### src/tx_link_defines.svh
`ifndef TX_LINK_DEFINES_SVH
`define TX_LINK_DEFINES_SVH
// Operation
// - Each byte-clock rising edge can capture data, special select, force-violation.
// - Load-now low at an edge loads the inputs present at that edge.
// - Load-next low at an edge loads the inputs at the following edge.
// - With neither enable low, the byte time sends the K28.5 comma.
// - Self-test turns the input register into a 511-byte LFSR source.
// - Special select high encodes the byte with the special-code table.
// - Special select low encodes the byte with the data-code table.
// - Force-violation sends a fixed violation symbol instead of the character.
// - Bypass mode sends ten raw bits a..j straight to the shifter.
// - In bypass mode raw bit a leaves first, then letter order.
// - Shifter takes one 10-bit word per byte time, ten bits out.
// - Word transfer timing comes only from the internal bit counter.
// - All three serial outputs carry the same shifter stream.
// - Optical-off forces the first and second outputs to zero.
// - The loopback output ignores optical-off and keeps streaming.
// - Optical-off acts within bit times, not aligned to characters.
// - Active-low byte-rate read pulse from the bit counter, fixed width.

// ----------------------------------------------------------------------
// Register map
// ----------------------------------------------------------------------
`define CTRL_ADDR            8'h00
`define STATUS_ADDR          8'h04
`define CTRL_BYPASS_BIT      0
`define CTRL_OPT_OFF_BIT     1
`define CTRL_SELF_TEST_N_BIT 2
`define CTRL_RESET           3'h4
`define STATUS_RD_BIT        0
`define STATUS_FILLED_BIT    1
`define STATUS_LFSR_LSB      2
`define RESP_OKAY            2'h0
`define RESP_SLVERR          2'h2

// ----------------------------------------------------------------------
// Timing and codes
// ----------------------------------------------------------------------
`define BIT_LAST             4'h9
`define RP_LOW_BITS          4'h5
`define K28_5_BYTE           8'hbc
`define K28_5_RDN            10'h0fa
`define VIOL_RDN             10'h278
`define LFSR_SEED            9'h1ff
`endif

### src/tx_link_pkg.sv
package tx_link_pkg;
  // One character held by the input register.
  typedef struct packed {
    logic [7:0] data;
    logic       special;
    logic       violation;
  } char_t;

  // Whether a load-next request is waiting for the next edge.
  typedef enum logic {LOAD_IDLE, LOAD_NEXT} load_state_t;
endpackage

### src/serial_link_transmit_encoder.sv
`timescale 1ns/1ps
`include "tx_link_defines.svh"
module serial_link_transmit_encoder (
  // Clock and reset
  input  wire logic        clk,
  input  wire logic        reset,
  // AXI4-Lite register port
  input  wire logic [7:0]  awaddr,
  input  wire logic        awvalid,
  output logic             awready,
  input  wire logic [31:0] wdata,
  input  wire logic [3:0]  wstrb,
  input  wire logic        wvalid,
  output logic             wready,
  output logic [1:0]       bresp,
  output logic             bvalid,
  input  wire logic        bready,
  input  wire logic [7:0]  araddr,
  input  wire logic        arvalid,
  output logic             arready,
  output logic [31:0]      rdata,
  output logic [1:0]       rresp,
  output logic             rvalid,
  input  wire logic        rready,
  // Host-side parallel pins
  input  wire logic        byte_clock_in,
  input  wire logic        load_now_n,
  input  wire logic        load_next_n,
  input  wire logic [7:0]  byte_in,
  input  wire logic        special_char_select,
  input  wire logic        force_violation,
  input  wire logic [9:0]  raw_symbol_in,
  // Serial outputs and FIFO read strobe
  output logic             serial_out_first,
  output logic             serial_out_second,
  output logic             serial_out_loopback,
  output logic             fifo_read_pulse_n
);
  import tx_link_pkg::*;

  // ----------------------------------------------------------------------
  // Pin synchronisers
  // ----------------------------------------------------------------------
  logic [22:0] pin_raw;
  logic [22:0] meta_q;
  logic [22:0] sync_q;
  logic        ckw_s;
  logic        now_n_s;
  logic        next_n_s;
  char_t       pin_char;
  logic [9:0]  raw_s;

  assign pin_raw = {byte_clock_in, load_now_n, load_next_n,
                    byte_in, special_char_select, force_violation,
                    raw_symbol_in};

  // All pins take the same two stages, so a byte stays coherent.
  always_ff @(posedge clk) begin
    meta_q <= pin_raw;
    sync_q <= meta_q;
  end

  assign ckw_s    = sync_q[22];
  assign now_n_s  = sync_q[21];
  assign next_n_s = sync_q[20];
  assign pin_char = sync_q[19:10];
  assign raw_s    = sync_q[9:0];

  // ----------------------------------------------------------------------
  // Input register and self-test generator
  // ----------------------------------------------------------------------
  logic        ckw_prev_q;
  logic        ckw_rise;
  load_state_t load_state_q, load_state_d;
  char_t       hold_q, hold_d;
  logic [9:0]  raw_q, raw_d;
  logic        filled_q, filled_d;
  logic [8:0]  lfsr_q, lfsr_d;
  logic        bypass_q, bypass_d;
  logic        off_q, off_d;
  logic        self_test_n_q, self_test_n_d;
  logic        byte_tick;

  assign ckw_rise = ckw_s & ~ckw_prev_q;

  // A load after the transfer clear wins, so no byte is dropped.
  always_comb begin
    load_state_d = load_state_q;
    hold_d       = hold_q;
    raw_d        = raw_q;
    filled_d     = filled_q;
    lfsr_d       = self_test_n_q ? `LFSR_SEED : lfsr_q;
    if (byte_tick) begin
      filled_d = 1'b0;
    end
    if (ckw_rise) begin
      if (!self_test_n_q) begin
        lfsr_d   = {lfsr_q[7:0], lfsr_q[8] ^ lfsr_q[4]};
        hold_d   = '{data: lfsr_q[7:0], special: lfsr_q[8],
                     violation: lfsr_q == `LFSR_SEED};
        filled_d = 1'b1;
      end else if (!now_n_s || load_state_q == LOAD_NEXT) begin
        hold_d   = pin_char;
        raw_d    = raw_s;
        filled_d = 1'b1;
      end else begin
        filled_d = 1'b0;
      end
      load_state_d = next_n_s ? LOAD_IDLE : LOAD_NEXT;
    end
  end

  always_ff @(posedge clk) begin
    if (reset) begin
      ckw_prev_q   <= 1'b0;
      load_state_q <= LOAD_IDLE;
      hold_q       <= '0;
      raw_q        <= 10'h000;
      filled_q     <= 1'b0;
      lfsr_q       <= `LFSR_SEED;
    end else begin
      ckw_prev_q   <= ckw_s;
      load_state_q <= load_state_d;
      hold_q       <= hold_d;
      raw_q        <= raw_d;
      filled_q     <= filled_d;
      lfsr_q       <= lfsr_d;
    end
  end

  // ----------------------------------------------------------------------
  // Encoder, shifter and outputs
  // ----------------------------------------------------------------------
  logic [3:0]  bit_cnt_q, bit_cnt_d;
  logic [9:0]  shift_q, shift_d;
  logic        rd_q, rd_d;
  char_t       enc_in;
  logic [9:0]  enc_sym;
  logic        enc_rd;
  logic        out_a_d, out_b_d, out_c_d, rp_n_d;

  assign byte_tick = (bit_cnt_q == `BIT_LAST);
  assign enc_in    = filled_q ? hold_q :
                     '{data: `K28_5_BYTE, special: 1'b1, violation: 1'b0};

  symbol_encoder u_encoder (
    .ch     (enc_in),
    .rd_in  (rd_q),
    .symbol (enc_sym),
    .rd_out (enc_rd)
  );

  // Bit a sits in bit 9 and leaves first; the word reloads on bit nine.
  always_comb begin
    bit_cnt_d = byte_tick ? 4'h0 : 4'(bit_cnt_q + 4'h1);
    shift_d   = {shift_q[8:0], 1'b0};
    rd_d      = rd_q;
    if (byte_tick) begin
      if (bypass_q) begin
        shift_d = filled_q ? raw_q : `K28_5_RDN;
      end else begin
        shift_d = enc_sym;
        rd_d    = enc_rd;
      end
    end
    out_a_d = shift_q[9] & ~off_q;
    out_b_d = shift_q[9] & ~off_q;
    out_c_d = shift_q[9];
    rp_n_d  = (bit_cnt_d >= `RP_LOW_BITS);
  end

  always_ff @(posedge clk) begin
    if (reset) begin
      bit_cnt_q           <= 4'h0;
      shift_q             <= 10'h000;
      rd_q                <= 1'b0;
      serial_out_first    <= 1'b0;
      serial_out_second   <= 1'b0;
      serial_out_loopback <= 1'b0;
      fifo_read_pulse_n   <= 1'b1;
    end else begin
      bit_cnt_q           <= bit_cnt_d;
      shift_q             <= shift_d;
      rd_q                <= rd_d;
      serial_out_first    <= out_a_d;
      serial_out_second   <= out_b_d;
      serial_out_loopback <= out_c_d;
      fifo_read_pulse_n   <= rp_n_d;
    end
  end

  // ----------------------------------------------------------------------
  // AXI4-Lite slave
  // ----------------------------------------------------------------------
  logic        aw_have_q, aw_have_d, w_have_q, w_have_d;
  logic [7:0]  aw_addr_q, aw_addr_d;
  logic [2:0]  w_bits_q, w_bits_d;
  logic        w_lane0_q, w_lane0_d;
  logic        bvalid_d, rvalid_d;
  logic [1:0]  bresp_d, rresp_d;
  logic [31:0] rdata_d;
  logic        wr_fire;

  // Address and data are parked separately, so either may come first.
  assign wr_fire = aw_have_q & w_have_q & ~bvalid;

  always_comb begin
    aw_have_d     = aw_have_q;
    aw_addr_d     = aw_addr_q;
    w_have_d      = w_have_q;
    w_bits_d      = w_bits_q;
    w_lane0_d     = w_lane0_q;
    bvalid_d      = bvalid & ~bready;
    bresp_d       = bresp;
    rvalid_d      = rvalid & ~rready;
    rresp_d       = rresp;
    rdata_d       = rdata;
    bypass_d      = bypass_q;
    off_d         = off_q;
    self_test_n_d = self_test_n_q;
    if (awvalid && awready) begin
      aw_have_d = 1'b1;
      aw_addr_d = awaddr;
    end
    if (wvalid && wready) begin
      w_have_d  = 1'b1;
      w_bits_d  = wdata[2:0];
      w_lane0_d = wstrb[0];
    end
    if (wr_fire) begin
      aw_have_d = 1'b0;
      w_have_d  = 1'b0;
      bvalid_d  = 1'b1;
      bresp_d   = `RESP_SLVERR;
      if (aw_addr_q == `CTRL_ADDR) begin
        bresp_d = `RESP_OKAY;
        if (w_lane0_q) begin
          bypass_d      = w_bits_q[`CTRL_BYPASS_BIT];
          off_d         = w_bits_q[`CTRL_OPT_OFF_BIT];
          self_test_n_d = w_bits_q[`CTRL_SELF_TEST_N_BIT];
        end
      end
    end
    if (arvalid && arready) begin
      rvalid_d = 1'b1;
      rresp_d  = `RESP_OKAY;
      rdata_d  = 32'h0000_0000;
      if (araddr == `CTRL_ADDR) begin
        rdata_d[`CTRL_BYPASS_BIT]      = bypass_q;
        rdata_d[`CTRL_OPT_OFF_BIT]     = off_q;
        rdata_d[`CTRL_SELF_TEST_N_BIT] = self_test_n_q;
      end else if (araddr == `STATUS_ADDR) begin
        rdata_d[`STATUS_RD_BIT]     = rd_q;
        rdata_d[`STATUS_FILLED_BIT] = filled_q;
        rdata_d[`STATUS_LFSR_LSB +: 9] = lfsr_q;
      end else begin
        rresp_d = `RESP_SLVERR;
      end
    end
  end

  always_ff @(posedge clk) begin
    if (reset) begin
      aw_have_q     <= 1'b0;
      aw_addr_q     <= 8'h00;
      w_have_q      <= 1'b0;
      w_bits_q      <= 3'h0;
      w_lane0_q     <= 1'b0;
      awready       <= 1'b0;
      wready        <= 1'b0;
      arready       <= 1'b0;
      bvalid        <= 1'b0;
      bresp         <= `RESP_OKAY;
      rvalid        <= 1'b0;
      rresp         <= `RESP_OKAY;
      rdata         <= 32'h0000_0000;
      {self_test_n_q, off_q, bypass_q} <= `CTRL_RESET;
    end else begin
      aw_have_q     <= aw_have_d;
      aw_addr_q     <= aw_addr_d;
      w_have_q      <= w_have_d;
      w_bits_q      <= w_bits_d;
      w_lane0_q     <= w_lane0_d;
      awready       <= ~aw_have_d;
      wready        <= ~w_have_d;
      arready       <= ~rvalid_d;
      bvalid        <= bvalid_d;
      bresp         <= bresp_d;
      rvalid        <= rvalid_d;
      rresp         <= rresp_d;
      rdata         <= rdata_d;
      bypass_q      <= bypass_d;
      off_q         <= off_d;
      self_test_n_q <= self_test_n_d;
    end
  end
endmodule

### src/symbol_encoder.sv
`timescale 1ns/1ps
`include "tx_link_defines.svh"
module symbol_encoder (
  // Character in and running disparity, 1 means positive
  input  wire tx_link_pkg::char_t ch,
  input  wire logic               rd_in,
  // Symbol, bit 9 is bit a, and disparity after it
  output logic [9:0]              symbol,
  output logic                    rd_out
);
  import tx_link_pkg::*;

  // ----------------------------------------------------------------------
  // Code tables, negative-disparity forms
  // ----------------------------------------------------------------------
  localparam logic [5:0] SIX [32] = '{
    6'h27, 6'h1d, 6'h2d, 6'h31, 6'h35, 6'h29, 6'h19, 6'h38,
    6'h39, 6'h25, 6'h15, 6'h34, 6'h0d, 6'h2c, 6'h1c, 6'h17,
    6'h1b, 6'h23, 6'h13, 6'h32, 6'h0b, 6'h2a, 6'h1a, 6'h3a,
    6'h33, 6'h26, 6'h16, 6'h36, 6'h0e, 6'h2e, 6'h1e, 6'h2b};
  localparam logic [3:0] FOUR_D [8] = '{
    4'hb, 4'h9, 4'h5, 4'hc, 4'hd, 4'ha, 4'h6, 4'he};
  localparam logic [3:0] FOUR_K [8] = '{
    4'hb, 4'h6, 4'ha, 4'hc, 4'hd, 4'h5, 4'h9, 4'h7};
  localparam logic [5:0] SIX_K28  = 6'h0f;
  localparam logic [5:0] SIX_D7   = 6'h38;
  localparam logic [3:0] FOUR_ALT = 4'h7;
  localparam logic [3:0] FOUR_X3  = 4'hc;

  function automatic logic [2:0] count_ones(input logic [5:0] v);
    logic [2:0] n;
    n = 3'h0;
    for (int i = 0; i < 6; i++) begin
      n = n + {2'h0, v[i]};
    end
    return n;
  endfunction

  logic [4:0] x5;
  logic [2:0] y3;
  logic [5:0] six;
  logic [3:0] four;
  logic       rd6;
  logic       alt7;

  // Both sub-blocks pick their polarity from the disparity before them.
  always_comb begin
    x5 = ch.data[4:0];
    y3 = ch.data[7:5];
    six = (ch.special && x5 == 5'h1c) ? SIX_K28 : SIX[x5];
    if (rd_in && (count_ones(six) != 3'h3 || six == SIX_D7)) begin
      six = ~six;
    end
    rd6 = (count_ones(six) != 3'h3) ? ~rd_in : rd_in;
    // Alternate x.7 avoids a run of five equal bits across the join.
    alt7 = (y3 == 3'h7) &&
           ((!rd6 && (x5 == 5'h11 || x5 == 5'h12 || x5 == 5'h14)) ||
            (rd6 && (x5 == 5'h0b || x5 == 5'h0d || x5 == 5'h0e)));
    four = ch.special ? FOUR_K[y3] : (alt7 ? FOUR_ALT : FOUR_D[y3]);
    // The special table holds forms for a negative six-bit end, so every
    // special four-bit block flips after a positive one, balanced or not.
    if (rd6 && (ch.special || count_ones({2'h0, four}) != 3'h2 ||
                four == FOUR_X3)) begin
      four = ~four;
    end
    rd_out = (count_ones({2'h0, four}) != 3'h2) ? ~rd6 : rd6;
    symbol = {six, four};
    if (ch.violation) begin
      symbol = rd_in ? ~`VIOL_RDN : `VIOL_RDN;
      rd_out = rd_in;
    end
  end
endmodule

### config.mk
export PLATFORM = sky130hd
export DESIGN_NAME = serial_link_transmit_encoder
export DESIGN_NICKNAME = d
export VERILOG_FILES = /design/src/tx_link_pkg.sv /design/src/serial_link_transmit_encoder.sv /design/src/symbol_encoder.sv
export VERILOG_INCLUDE_DIRS = /design/src /design/src/src
export SDC_FILE = /design/constraint.sdc
export NUM_CORES = 1
export LEC_CHECK = 0
export BUFFER_PORTS_ARGS = -buffer_cell sky130_fd_sc_hd__buf_2
export CAP_MARGIN = 20
export CORE_UTILIZATION = 45
export CTS_BUF_LIST = sky130_fd_sc_hd__clkbuf_8
export CTS_CLUSTER_SIZE = 20
export DETAILED_ROUTE_END_ITERATION = 7
export PLACE_DENSITY = 0.68
export SLEW_MARGIN = 5
export SYNTH_ARGS = -nofsm -noshare
export SYNTH_HDL_FRONTEND = slang
export SYNTH_SLANG_ARGS = --single-unit
export TNS_END_PERCENT = 50
### constraint.sdc
create_clock -name clk -period 12.8 [get_ports clk]
set_input_delay 1.28 -clock clk [delete_from_list [all_inputs] [get_ports clk]]
set_output_delay 1.28 -clock clk [all_outputs]
set_load 0.05 [all_outputs]
Yosys cells after proc, flatten, opt, wreduce, memory -nomap -nowiden:

Memory sizes are Yosys's and may differ from the RTL's.
Index checks and enable logic that the tools add are counted.

* memory bits (read-only): 256
* memories kept: 3
* register bits: 133
* output and inout port bits: 45
* word-level logic and storage cells: 168

Memories
* (name not given): depth 32, width 6, read ports 1, clocked after Yosys merged registers in 0, wr ports 0, RTL line symbol_encoder.sv:50 `six = (ch.special && x5 == 5'h1c) ? SIX_K28 : SIX[x5];`
* (name not given): depth 8, width 4, read ports 1, clocked after Yosys merged registers in 0, wr ports 0, RTL line symbol_encoder.sv:59 `four = ch.special ? FOUR_K[y3] : (alt7 ? FOUR_ALT : FOUR_D[y3]);`
* (name not given): depth 8, width 4, read ports 1, clocked after Yosys merged registers in 0, wr ports 0, RTL line symbol_encoder.sv:59

* $add $sub $neg: 17
* reductions and logical operators: 28
* order comparisons: 3
* eq/ne operators: 18
* bitwise gates (word level): 24
* muxes and demuxes: 42

Operators with widths (number)
* two-way mux 10 bit: 8
* adder 3 x 1 -> 3 bit: 12
* two-way mux 4 bit: 8
* two-way mux 9 bit: 3
* two-way mux 6 bit: 4
* equality test 5 bit, second input constant: 4
* logical NOT 8 bit: 2
* equality test 5 x 4 -> 1 bit, second input constant: 3
* two-way mux 1 bit: 13
* NOT 1 bit: 13
* inequality test 3 x 2 -> 1 bit, second input constant: 4
* two-way mux 11 bit: 1
* equality test 9 bit, second input constant: 1
* logical AND 1 bit: 9
* logical OR 1 bit: 9
* AND reduction 3 bit: 3
* adder 1 x 1 -> 2 bit: 4
* equality test 4 bit, second input constant: 2
* equality test 8 x 3 -> 1 bit, second input constant: 1
* two-way mux 8 bit: 1
* AND 1 bit: 6
* equality test 6 bit, second input constant: 1
* greater-or-equal comparator 6 bit, second input constant: 1
* two-way mux 2 bit: 3
* 15 further kinds: 16

Longest topological paths before layout:

Gate-level depths: netlist (run 1).

* word-level depth: 41
* depth in mapped cells: 44
* gate-level depth less buffers: 41

Hierarchy:

From an unflattened synthesis (run 1), not the netlist that was laid out.

* cell total of the unflattened synthesis: 628
* area total of the unflattened synthesis: 5965.7 µm²

By module, submodules not included
* serial_link_transmit_encoder: area each 4586.9 µm², instances 1, cells each 455, sequential area each 2622.5 µm²
* symbol_encoder: area each 1378.8 µm², instances 1, cells each 173, sequential area each 0.0 µm²

Worst setup path before layout (run 1):

No wires, ideal clock.

* path kind: register to register
* start: reg filled_q
* end: reg rd_q
* library setup time: 0.071 ns
* data arrival time: 9.860 ns
* slack: 2.869 ns
* required time: 12.729 ns
* stages on the path, launching flop included: 45
* path through: dfxtp_1 buf_4 clkbuf_1 clkbuf_1 nand2_1 inv_1 ha_1 and2b_1 o311ai_1 a22oi_1 o21ai_1 inv_1 ha_1 fa_1 fa_1 fa_1 nand2_1 or2_2 [9 not listed] nor2_1 a211oi_2 ha_1 fa_1 ha_1 nor2_1 nand3_1 a21o_1 mux2i_1 a221oi_1 fa_1 inv_1 ha_1 nand2_1 nor2_1 xor2_1 or3_1 a21oi_1

* longest elaborated chain between the ends: 41
* elaborated cells between the ends (all ways): 69
* those cells by class: add/sub (16); eq/ne (14); mux (14); bitwise (6); reduce/logical (16); memory (3)

RTL lines
* start: declaration: RTL line serial_link_transmit_encoder.sv:77 `logic filled_q, filled_d;`
* start signal: assignment: RTL line serial_link_transmit_encoder.sv:126 `filled_q <= filled_d;`
* two-way mux 10 bit (*): RTL line serial_link_transmit_encoder.sv:143 `assign enc_in = filled_q ? hold_q :`
* NOT 5 -> 6 bit (implied by the code): RTL line symbol_encoder.sv:50
* memory (32 x 6 bit)
* two-way mux 6 bit (implied by the code) (2 in series): RTL line symbol_encoder.sv:50
* two-way mux 6 bit: RTL line symbol_encoder.sv:50
* adder 1 x 1 -> 2 bit: RTL line symbol_encoder.sv:34 `n = n + {2'h0, v[i]};`
* adder 3 x 1 -> 3 bit (4 in series): RTL line symbol_encoder.sv:34
* inequality test 3 x 2 -> 1 bit: RTL line symbol_encoder.sv:51 `if (rd_in && (count_ones(six) != 3'h3 || six == SIX_D7)) begin`
* [19 not listed]
* inequality test 3 x 2 -> 1 bit: RTL line symbol_encoder.sv:62 `if (rd6 && (ch.special || count_ones({2'h0, four}) != 3'h2 ||`
* logical OR 1 bit (2 in series): RTL line symbol_encoder.sv:62
* logical AND 1 bit: RTL line symbol_encoder.sv:62
* two-way mux 4 bit: RTL line symbol_encoder.sv:62
* adder 1 x 1 -> 2 bit: RTL line symbol_encoder.sv:34
* adder 3 x 1 -> 3 bit (2 in series): RTL line symbol_encoder.sv:34
* inequality test 3 x 2 -> 1 bit: RTL line symbol_encoder.sv:66 `rd_out = (count_ones({2'h0, four}) != 3'h2) ? ~rd6 : rd6;`
* two-way mux 1 bit: RTL line symbol_encoder.sv:66
* end signal: assignment: RTL line serial_link_transmit_encoder.sv:184 `rd_q <= rd_d;`
* end: declaration: RTL line serial_link_transmit_encoder.sv:136 `logic rd_q, rd_d;`

Every way passes the cells marked *; elsewhere a longest branch is shown, timed or not. The select of a mux whose other input is x is not followed.
A chain may end at the register's enable or synchronous reset.

Worst setup path after layout (run 1):

* start: reg hold_q[3] (netlist name)
* end: reg rd_q

* longest elaborated chain between the ends: 41
* elaborated cells between the ends (all ways): 59
* those cells by class: add/sub (16); eq/ne (13); mux (10); bitwise (4); reduce/logical (15); memory (1)

RTL lines
* start: declaration: RTL line serial_link_transmit_encoder.sv:75 `char_t hold_q, hold_d;`
* start signal: assignment: RTL line serial_link_transmit_encoder.sv:124 `hold_q <= hold_d;`
* two-way mux 10 bit (*): RTL line serial_link_transmit_encoder.sv:143
* NOT 5 -> 6 bit (implied by the code): RTL line symbol_encoder.sv:50
* memory (32 x 6 bit)
* two-way mux 6 bit (implied by the code) (2 in series): RTL line symbol_encoder.sv:50
* two-way mux 6 bit: RTL line symbol_encoder.sv:50
* adder 1 x 1 -> 2 bit: RTL line symbol_encoder.sv:34
* adder 3 x 1 -> 3 bit (4 in series): RTL line symbol_encoder.sv:34
* inequality test 3 x 2 -> 1 bit: RTL line symbol_encoder.sv:51
* [19 not listed]
* inequality test 3 x 2 -> 1 bit: RTL line symbol_encoder.sv:62
* logical OR 1 bit (2 in series): RTL line symbol_encoder.sv:62
* logical AND 1 bit: RTL line symbol_encoder.sv:62
* two-way mux 4 bit: RTL line symbol_encoder.sv:62
* adder 1 x 1 -> 2 bit: RTL line symbol_encoder.sv:34
* adder 3 x 1 -> 3 bit (2 in series): RTL line symbol_encoder.sv:34
* inequality test 3 x 2 -> 1 bit: RTL line symbol_encoder.sv:66
* two-way mux 1 bit (*): RTL line symbol_encoder.sv:66

Marked as above.

==> out/summary.txt, run 1 <==
Dpl cell area -> 0.00625 sq mm
Worst-skew pair later-pin latency -> 430 ps
Cts hold-fix bufs -> 0
Die W -> 117 microns
Post-synth ARST share -> 0
ANT cells -> 0
Inserted Clock Buffers -> 17
Period utilisation layout -> 0.813
Fraction of layout cells with a size suffix above 1 -> 0.182
First-pass GRT wire length -> 19.7 mm
Setup Crit Path Kind -> flop to flop
All-layer global routing usage -> 0.184
Startpoint Class -> flop
Worst Path Arrival -> 10,750 ps
Clock Tree Root -> clkbuf_8
H-tree Lvls -> 4
Die H -> 117 microns
CTS-repair resized insts -> 0
Hold Path Class -> flop to flop
Seq/Total Area, Yosys -> 0.442
Crit-path slowest cell -> fa_1
CTS Buffer Depth -> 2
Worst hold slack -> 325 ps
Register bit total from synthesis -> 131
Hold Fails Final Rpt -> 0
RSZ-0062 raised after global routing -> no
Outcome -> finished clean
Mapped Area -> 0.00594 sq mm
Clk sinks -> 131
TritonCTS clock tree -> done
Largest net degree at the start of global routing -> 77
Minimum clock period -> 10,400 ps
Worst-Margin Slew -> 960 ps
Vias in the first global route -> 4,347
GRT Residual Overflow -> 0
Register area -> 0.00262 sq mm
Initial Util -> 0.467
Core box area -> 0.0127 sq mm
Layout area overhead -> 11.3%
Fillers -> 1,194
P per Cell Area -> 133 mW/mm^2
Max incr delay on CP -> 500 ps
Max cap viols -> 0
Most frequent CP cell -> fa_1
# setup viols final -> 0
Pleak -> 2.86 nW
Maximum vdd drop -> 86.5 uV
Clock slew at the register clock pins of the worst setup and hold paths -> 70 ps
Unique cell type count in the Yosys netlist -> 70
Post-CTS Setup Bufs -> 0
Initial antenna violation count -> 0
# IOs -> 127
Setup TNS -> 0 ps
Final nets -> 807
Max frequency -> 0.0962 GHz
Initial DRT Pass Iterations -> 5
1st-iter DRT viols -> 164
Mean post-synth cell area -> 9.22 sq um
CP required -> 13,150 ps
Die Area -> 0.0137 sq mm
Worst setup EP type -> flop
Number of synthesized flops with an enable pin -> 0
DP Wirelength -> 8.35 mm
Placer Congestion -> 0.849
Clk_skew -> 11.8 ps
Pins Over Slew Limit -> 0
Top_reg_cell synth -> dfxtp_1
Floorplan row count -> 41
WL per Instance -> 13.3 microns
Via count -> 4,562
DRT Wirelength -> 11.7 mm
Post-route DRC -> 0
Mapped Cells -> 644
Warnings, synthesis -> 0
Avg Vias per Cell -> 5.15
Port Buffer Count -> 71
Worst Path Max Fanout -> 9
Max_slew headroom -> 0.359
Antenna Nets Post-Route -> 0
Area of the multi-input gates -> 0.00294 sq mm
Final Cell Area -> 0.00661 sq mm
layout make-up:
type | instances | area share
multi-input cells | 452 | 0.445
flip-flops and latches | 131 | 0.397
repair buffers | 75 | 0.0583
clock buffers | 19 | 0.0396
well taps | 172 | 0.0326
clock inverters | 13 | 0.0146
inverters | 23 | 0.0134
cells by family after synthesis:
family	synth area share
compound gates	0.165
xor+xnor	0.0160
fa+ha+maj	0.0645
buf+inv	0.0771
flops	0.442
mux	0.0491
other cells	0.000632
simple gates	0.186
worst paths after layout:
| kind | cells after the start | endpoint | startpoint | slack [ps] |
|---|---|---|---|---|
| setup / recovery | 40 | rd_q | hold_q[3] | 2400 |
| hold reg to reg | 0 | sync_q[11] | meta_q[11] | 320 |
| setup reg to reg | 40 | rd_q | hold_q[3] | 2400 |
| hold / removal | 0 | sync_q[11] | meta_q[11] | 320 |
through the flow:
stage	cells	util	setup slack [ps]	power (mW)
4_1_cts	885	0.519	2350	0.892
5_1_grt	885	0.519	1730	0.926
6_report	885	0.519	2400	0.880
3_3_place_gp	853	0.491	2610	0.576
3_5_place_dp	853	0.491	2440	0.581
2_1_floorplan	666	-	2870	0.560
per-layer routing:
layer / global-route usage / part of all wire
met1: 0.226 / 0.46
met2: 0.310 / 0.48
met3: 0.0499 / 0.043
met4: 0.0658 / 0.0099
met5: 0 / 0
where the power goes:
part / internal (mW) / leakage, nW / total, mW / switching, mW
Combinational: 0.0488 / 1.59 / 0.131 / 0.0826
Clock: 0.159 / 0.192 / 0.308 / 0.149
Sequential: 0.425 / 1.08 / 0.440 / 0.0150
Total: 0.634 / 2.86 / 0.880 / 0.246
synth_stat cells (5+ instances only):
library cell	n	share of area
xnor2_1	7	0.010
a211oi_1	15	0.019
mux2i_1	28	0.047
fa_1	8	0.027
nor2b_1	8	0.0084
a21oi_1	39	0.033
buf_4	25	0.032
a22oi_1	10	0.013
nor3b_1	5	0.0063
a211o_1	5	0.0074
clkbuf_1	20	0.013
nor3_1	10	0.0084
inv_1	19	0.012
nor2_1	67	0.042
dfxtp_1	131	0.44
nand2_1	62	0.039
or2_2	6	0.0063
buf_1	7	0.0044
o21ai_0	11	0.0093
a31oi_1	9	0.0095
nand2b_1	15	0.016
ha_1	17	0.036
and2_1	7	0.0074
nand3_1	30	0.025
sequential cells by signal, summed over array words and instances (netlist names), 3 cells and up:
name and flops:
w_bits_q 3, sync_q 23, meta_q 23, shift_q 10, raw_q 10, aw_addr_q 8
rdata 11, bit_cnt_q 4, hold_q 10, lfsr_q 9
placed cells by master, fill, tap and decap left out, types with 7 or more instances in the layout:
cell type,count
dfxtp_1,131
buf_2,71
nor2_1,67
nand2_1,62
a21oi_1,39
nand3_1,30
mux2i_1,28
inv_1,23
conb_1,23
clkbuf_8,19
ha_1,17
nand2b_1,15
a211oi_1,15
o21ai_0,11
a22oi_1,10
nor3_1,10
a31oi_1,9
nor2b_1,8
fa_1,8
and2_1,7
xnor2_1,7
worst max-delay path, delay by kind of cell, from the launching register on:
kind | cells | cell delay, ps
adders and majority gates | 13 | 4880
xor gates and xnor gates | 2 | 390
buffers and inverters | 3 | 300
DFF | 1 | 360
and+or+nand+nor | 12 | 2030
AOI/OAI and AO/OA | 8 | 2010
muxes | 2 | 350
No activity file was read; power rests on OpenSTA's default activity.
==> inputs of run 2 (changes only) <==
Clock period 12.8 ns to 10.48 ns, I/O delays scaled along.
==> out/summary.txt, run 2 (synthesized netlist as in run 1, its figures left out) <==
WL per Instance -> 13.1 microns (was 13.3 microns)
Die W -> 117 microns (unchanged)
RSZ-0062 raised after global routing -> no (unchanged)
1st-iter DRT viols -> 179 (was 164)
Setup Crit Path Kind -> flop to flop (unchanged)
H-tree Lvls -> 4 (unchanged)
Clk sinks -> 131 (unchanged)
Worst Hold Launch -> meta_q[21] (was meta_q[11])
Cts hold-fix bufs -> 0 (unchanged)
Max_slew headroom -> 0.464 (was 0.359)
DP Wirelength -> 8.36 mm (was 8.35 mm)
Pins Over Slew Limit -> 0 (unchanged)
# setup viols final -> 0 (unchanged)
DRT Wirelength -> 11.6 mm (was 11.7 mm)
Clock Tree Root -> clkbuf_8 (unchanged)
Crit-path slowest cell -> fa_1 (unchanged)
Avg Vias per Cell -> 5.13 (was 5.15)
Clk_skew -> 13.2 ps (was 11.8 ps)
Initial Util -> 0.467 (unchanged)
Worst-skew pair later-pin latency -> 430 ps (about the same)
Initial antenna violation count -> 0 (unchanged)
Layout area overhead -> 13.0% (was 11.3%)
Hold Fails Final Rpt -> 0 (unchanged)
Vias in the first global route -> 4,251 (was 4,347)
First-pass GRT wire length -> 19.4 mm (was 19.7 mm)
Initial DRT Pass Iterations -> 5 (unchanged)
Inserted Clock Buffers -> 17 (unchanged)
Hold depth -> 0 (unchanged)
Finished Layout Cells -> 889 (was 885)
Most frequent CP cell -> fa_1 (unchanged)
Hold Path Class -> flop to flop (unchanged)
CP required -> 10,840 ps (was 13,150 ps)
Maximum vdd drop -> 106 uV (was 86.5 uV)
P per Cell Area -> 166 mW/mm^2 (was 133 mW/mm^2)
Worst Path Arrival -> 10,180 ps (was 10,750 ps)
Worst Path Max Fanout -> 9 (unchanged)
Via count -> 4,564 (was 4,562)
Post-route DRC -> 0 (unchanged)
GRT Residual Overflow -> 0 (unchanged)
Period utilisation layout -> 0.937 (was 0.813)
CTS Buffer Depth -> 2 (unchanged)
# placed instances -> 855 (was 853)
Clock slew at the register clock pins of the worst setup and hold paths -> 70 ps (about the same)
Outcome -> finished clean (unchanged)
Core Util, Final -> 0.527 (was 0.519)
Worst-Margin Slew -> 803 ps (was 960 ps)
Max frequency -> 0.102 GHz (was 0.0962 GHz)
ANT cells -> 0 (unchanged)
Fillers -> 1,170 (was 1,194)
Final nets -> 811 (was 807)
Minimum clock period -> 9820 ps (was 10,400 ps)
Reg2Reg Setup Slack -> 660 ps (was 2400 ps)
All-layer global routing usage -> 0.183 (was 0.184)
Startpoint Class -> flop (unchanged)
Floorplan row count -> 41 (unchanged)
Placer Congestion -> 0.801 (was 0.849)
Setup TNS -> 0 ps (unchanged)
Die Area -> 0.0137 sq mm (unchanged)
Largest regs -> meta_q: 23 flops, sync_q: 23 flops, rdata: 11 flops (unchanged)
Commonest non-fill, non-tap cell in the layout -> dfxtp_1 (unchanged)
Worst setup EP type -> flop (unchanged)
Max cap viols -> 0 (unchanged)
Largest net degree at the start of global routing -> 77 (unchanged)
FF-to-FF path depth -> 40 (unchanged)
Port Buffer Count -> 71 (unchanged)
Beginning of the critical path -> filled_q (was hold_q[3])
R2R Path Start -> filled_q (was hold_q[3])
Fraction of layout cells with a size suffix above 1 -> 0.197 (was 0.182)
TritonCTS clock tree -> done (unchanged)
# IOs -> 127 (unchanged)
Most frequent cells in the layout -> dfxtp_1 (131), buf_2 (71), nor2_1 (67) (unchanged)
Pleak -> 2.89 nW (was 2.86 nW)
Core box area -> 0.0127 sq mm (unchanged)
Antenna Nets Post-Route -> 0 (unchanged)
Die H -> 117 microns (unchanged)
Max incr delay on CP -> 500 ps (about the same)
-- run 2: changes by cell type in the layout (fill, tap and decap cells not counted), sizes merged --
cell	delta
clkinv	+1
clkbuf	-1
bufinv	+1
inv	-1
buf	+4
-- run 2: critical path, delay by kind of cell (launching register included) --
| kind | cells | cell delay, ps |
|---|---|---|
| xor+xnor | 2 | 340 |
| simple gates | 13 | 1960 |
| mux | 2 | 430 |
| buf+inv | 2 | 170 |
| compound gates | 8 | 1560 |
| flops | 1 | 390 |
| fa+ha+maj | 13 | 4900 |
-- run 2: cell type report --
type / instances / area (sq um) / share of cell area
multi-input combinational: 452 / 2980 / 0.444
sequential: 131 / 2620 / 0.391
inverter: 23 / 88.8 / 0.0132
tap: 172 / 215 / 0.0321
clock buffer: 18 / 248 / 0.0369
clock inverter: 14 / 140 / 0.0209
timing repair buffer: 79 / 415 / 0.0619
-- run 2: path summary, 6_finish.rpt --
check / end
setup reg to reg: rd_q
setup / recovery: rd_q
hold reg to reg: sync_q[21]
hold / removal: sync_q[21]
-- run 2: where the power goes --
| group | internal (mW) | switching (mW) | leakage (nW) |
|---|---|---|---|
| Combinational | 0.0651 | 0.106 | 1.61 |
| Clock | 0.216 | 0.189 | 0.197 |
| Sequential | 0.519 | 0.0161 | 1.08 |
-- run 2: stage by stage --
step	total power, mW	instance area [sq um]	setup slack, ps	hold slack, ps
after CTS	1.12	6650	134	324
after global placement	0.705	6270	380	311
final	1.11	6710	659	322
after global routing	1.17	6710	5.28	328
after floorplan	0.684	6020	549	310
after detailed placement	0.711	6270	179	312
-- run 2: routing by layer --
| metal | wire, microns | track usage | share of wire |
|---|---|---|---|
| met1 | 5240 | 0.219 | 0.45 |
| met2 | 5600 | 0.307 | 0.48 |
| met3 | 538 | 0.0541 | 0.046 |
| met4 | 224 | 0.0734 | 0.019 |
| met5 | 0 | 0 | 0 |
-- run 2: repair_timing --
item,CTS,global route
hold endpoints to repair,0,0
setup buffers,0,1
setup endpoints to repair,0,1
resized for setup,0,7
==> inputs of run 3 (changes only) <==
Settings changed: ABC_AREA from default to 1.
==> out/summary.txt, run 3 <==
Hold Path Class -> flop to flop (unchanged)
Via count -> 4,795 (was 4,564)
ANT cells -> 0 (unchanged)
CP required -> 10,800 ps (was 10,840 ps)
Post-route DRC -> 0 (unchanged)
Die W -> 115 microns (was 117 microns)
Die H -> 115 microns (was 117 microns)
WL per Instance -> 12.2 microns (was 13.1 microns)
Post-CTS Setup Bufs -> 0 (unchanged)
Worst Path Max Fanout -> 8 (was 9)
Minimum clock period -> 9430 ps (was 9820 ps)
Final Power -> 1.22 mW (was 1.11 mW)
DRT Wirelength -> 11.9 mm (was 11.6 mm)
Mapped Cells -> 725 (was 644)
Unique cell type count in the Yosys netlist -> 46 (was 70)
Worst-skew pair later-pin latency -> 430 ps (about the same)
Floorplan row count -> 40 (was 41)
Setup Crit Path Kind -> flop to flop (unchanged)
Synth cell count leaders -> dfxtp_1 (131), nand2_1 (123), inv_1 (80), nor2_1 (74), o21ai_0 (69) (was dfxtp_1 (131), nor2_1 (67), nand2_1 (62), a21oi_1 (39), nand3_1 (30))
Number of synthesized flops with an enable pin -> 0 (unchanged)
Largest net degree at the start of global routing -> 33 (was 77)
Post-synth ARST share -> 0 (unchanged)
CTS Buffer Depth -> 2 (unchanged)
CTS-repair resized insts -> 0 (unchanged)
Most frequent cells in the layout -> dfxtp_1 (131), nand2_1 (123), inv_1 (82) (was dfxtp_1 (131), buf_2 (71), nor2_1 (67))
FF-to-FF path depth -> 45 (was 40)
Hold depth -> 0 (unchanged)
GRT Residual Overflow -> 0 (unchanged)
Initial Util -> 0.471 (was 0.467)
Clk sinks -> 131 (unchanged)
Register bit total from synthesis -> 131 (unchanged)
Fraction of layout cells with a size suffix above 1 -> 0.176 (was 0.197)
Startpoint Class -> flop (unchanged)
Clock Tree Root -> clkbuf_8 (unchanged)
Commonest non-fill, non-tap cell in the layout -> dfxtp_1 (unchanged)
Clk_skew -> 8.97 ps (was 13.2 ps)
Final nets -> 900 (was 811)
Largest area contributor in the netlist -> dfxtp_1 (unchanged)
Top_reg_cell synth -> dfxtp_1 (unchanged)
Mean post-synth cell area -> 7.93 sq um (was 9.22 sq um)
Outcome -> finished clean (unchanged)
Die Area -> 0.0132 sq mm (was 0.0137 sq mm)
Antenna Nets Post-Route -> 0 (unchanged)
RSZ-0062 raised after global routing -> no (unchanged)
Worst-Margin Slew -> 758 ps (was 803 ps)
Core Util, Final -> 0.537 (was 0.527)
First-pass GRT wire length -> 20.4 mm (was 19.4 mm)
Max cap viols -> 0 (unchanged)
DP Wirelength -> 8.69 mm (was 8.36 mm)
Main area contributors after synthesis -> dfxtp_1 (46%), nand2_1 (8.0%), o21ai_0 (6.0%), inv_1 (5.2%), nor2_1 (4.8%) (was dfxtp_1 (44%), mux2i_1 (4.7%), nor2_1 (4.2%), nand2_1 (3.9%), ha_1 (3.6%))
Layout area overhead -> 14.1% (was 13.0%)
Max incr delay on CP -> 490 ps (was 500 ps)
Clock slew at the register clock pins of the worst setup and hold paths -> 80 ps (was 70 ps)
1st-iter DRT viols -> 214 (was 179)
Crit-path slowest cell -> fa_1 (unchanged)
Initial DRT Pass Iterations -> 5 (unchanged)
TritonCTS clock tree -> done (unchanged)
Pins Over Slew Limit -> 0 (unchanged)
Setup TNS -> 0 ps (unchanged)
Reg2Reg Setup Slack -> 1050 ps (was 660 ps)
Initial antenna violation count -> 0 (unchanged)
Cell with the most instances after synthesis -> dfxtp_1 (unchanged)
Mapped Area -> 0.00575 sq mm (was 0.00594 sq mm)
# setup viols final -> 0 (unchanged)
# IOs -> 127 (unchanged)
Worst Hold Launch -> meta_q[8] (was meta_q[21])
Final Cell Area -> 0.00656 sq mm (was 0.00671 sq mm)
Avg Vias per Cell -> 4.92 (was 5.13)
H-tree Lvls -> 4 (unchanged)
Core box area -> 0.0122 sq mm (was 0.0127 sq mm)
Inserted Clock Buffers -> 17 (unchanged)
Largest regs -> meta_q: 23 flops, sync_q: 23 flops, rdata: 11 flops (unchanged)
Maximum vdd drop -> 105 uV (was 106 uV)
P per Cell Area -> 186 mW/mm^2 (was 166 mW/mm^2)
Warnings, synthesis -> 0 (unchanged)
Hold endpoint -> sync_q[8] (was sync_q[21])
Worst Path Arrival -> 9750 ps (was 10,180 ps)
Dpl cell area -> 0.00613 sq mm (was 0.00627 sq mm)
Top cell type's share of synthesized area -> 0.456 (was 0.442)
Vias in the first global route -> 4,610 (was 4,251)
All-layer global routing usage -> 0.196 (was 0.183)
Placer Congestion -> 0.832 (was 0.801)
Max frequency -> 0.106 GHz (was 0.102 GHz)
Worst setup EP type -> flop (unchanged)
Most frequent CP cell -> nand2_1 (was fa_1)
Period utilisation layout -> 0.900 (was 0.937)
Crit Reg-Reg Endpoint -> rd_q (unchanged)
R2R Path Start -> filled_q (unchanged)
Hold Fails Final Rpt -> 0 (unchanged)
Port Buffer Count -> 71 (unchanged)
Pleak -> 3.14 nW (was 2.89 nW)
Cts hold-fix bufs -> 0 (unchanged)
Seq/Total Area, Yosys -> 0.456 (was 0.442)
Max_slew headroom -> 0.490 (was 0.464)
-- run 3: cell types whose count changed after synthesis, sizes merged, moves of 15 or more --
cell	change
a211oi	-16
mux2i	-28
o21ai	+58
inv	+63
nand2b	-15
nand2	+73
nand3	+17
-- run 3: cells by family (layout without fill, tap and decap cells) --
family,Yosys count,count (layout),synth area share
simple gates,289,289,0.230
compound gates,144,144,0.139
buf+inv,134,193,0.108
flops,131,131,0.456
fa+ha+maj,25,25,0.0649
other cells,1,23,0.000652
xor+xnor,1,1,0.00152
-- run 3: cell type report --
cell class	instances	area, sq um
fillers	1158	5650
flip-flops and latches	131	2620
multi-input cells	482	2590
repair buffers	74	378
inverters	87	332
clock buffers	17	234
well taps	168	210
clock inverters	15	191
-- run 3: through the flow --
| stage | std cells | hold WS, ps | worst slack (ps) |
|---|---|---|---|
| after floorplan | 747 | 310 | 1820 |
| after global placement | 942 | 312 | 1350 |
| after detailed placement | 942 | 312 | 1130 |
| after CTS | 974 | 324 | 1080 |
| after global routing | 974 | 329 | 226 |
| final | 974 | 322 | 1050 |
-- run 3: power by group --
group | total (mW) | internal, mW | switching [mW]
sequential | 0.536 | 0.524 | 0.0126
combinational | 0.235 | 0.0825 | 0.153
clock | 0.448 | 0.257 | 0.190
total | 1.22 | 0.863 | 0.356
-- run 3: critical path, delay by kind of cell (launching register included) --
kind / cells / cell delay, ps
buffers and inverters: 5 / 410
and+or+nand+nor: 21 / 2440
adders and majority gates: 13 / 5110
xor gates and xnor gates: 1 / 110
AOI/OAI and AO/OA: 5 / 890
DFF: 1 / 330
-- run 3: how the worst max path moves through the flow --
| stage | from | to | cells past startpoint |
|---|---|---|---|
| 3_5_place_dp | filled_q | rd_q | 45 |
| 6_report | filled_q | rd_q | 45 |
| 2_1_floorplan | filled_q | rd_q | 46 |
| 4_1_cts | filled_q | rd_q | 45 |
| 3_3_place_gp | filled_q | rd_q | 45 |
| 5_1_grt | filled_q | rd_q | 45 |
-- run 3: routing by layer --
| metal | GRT usage | routed length (microns) | part of all wire |
|---|---|---|---|
| met5 | 0 | 0 | 0 |
| met4 | 0.0788 | 171 | 0.014 |
| met3 | 0.0390 | 574 | 0.048 |
| met2 | 0.338 | 5700 | 0.48 |
| met1 | 0.239 | 5480 | 0.46 |
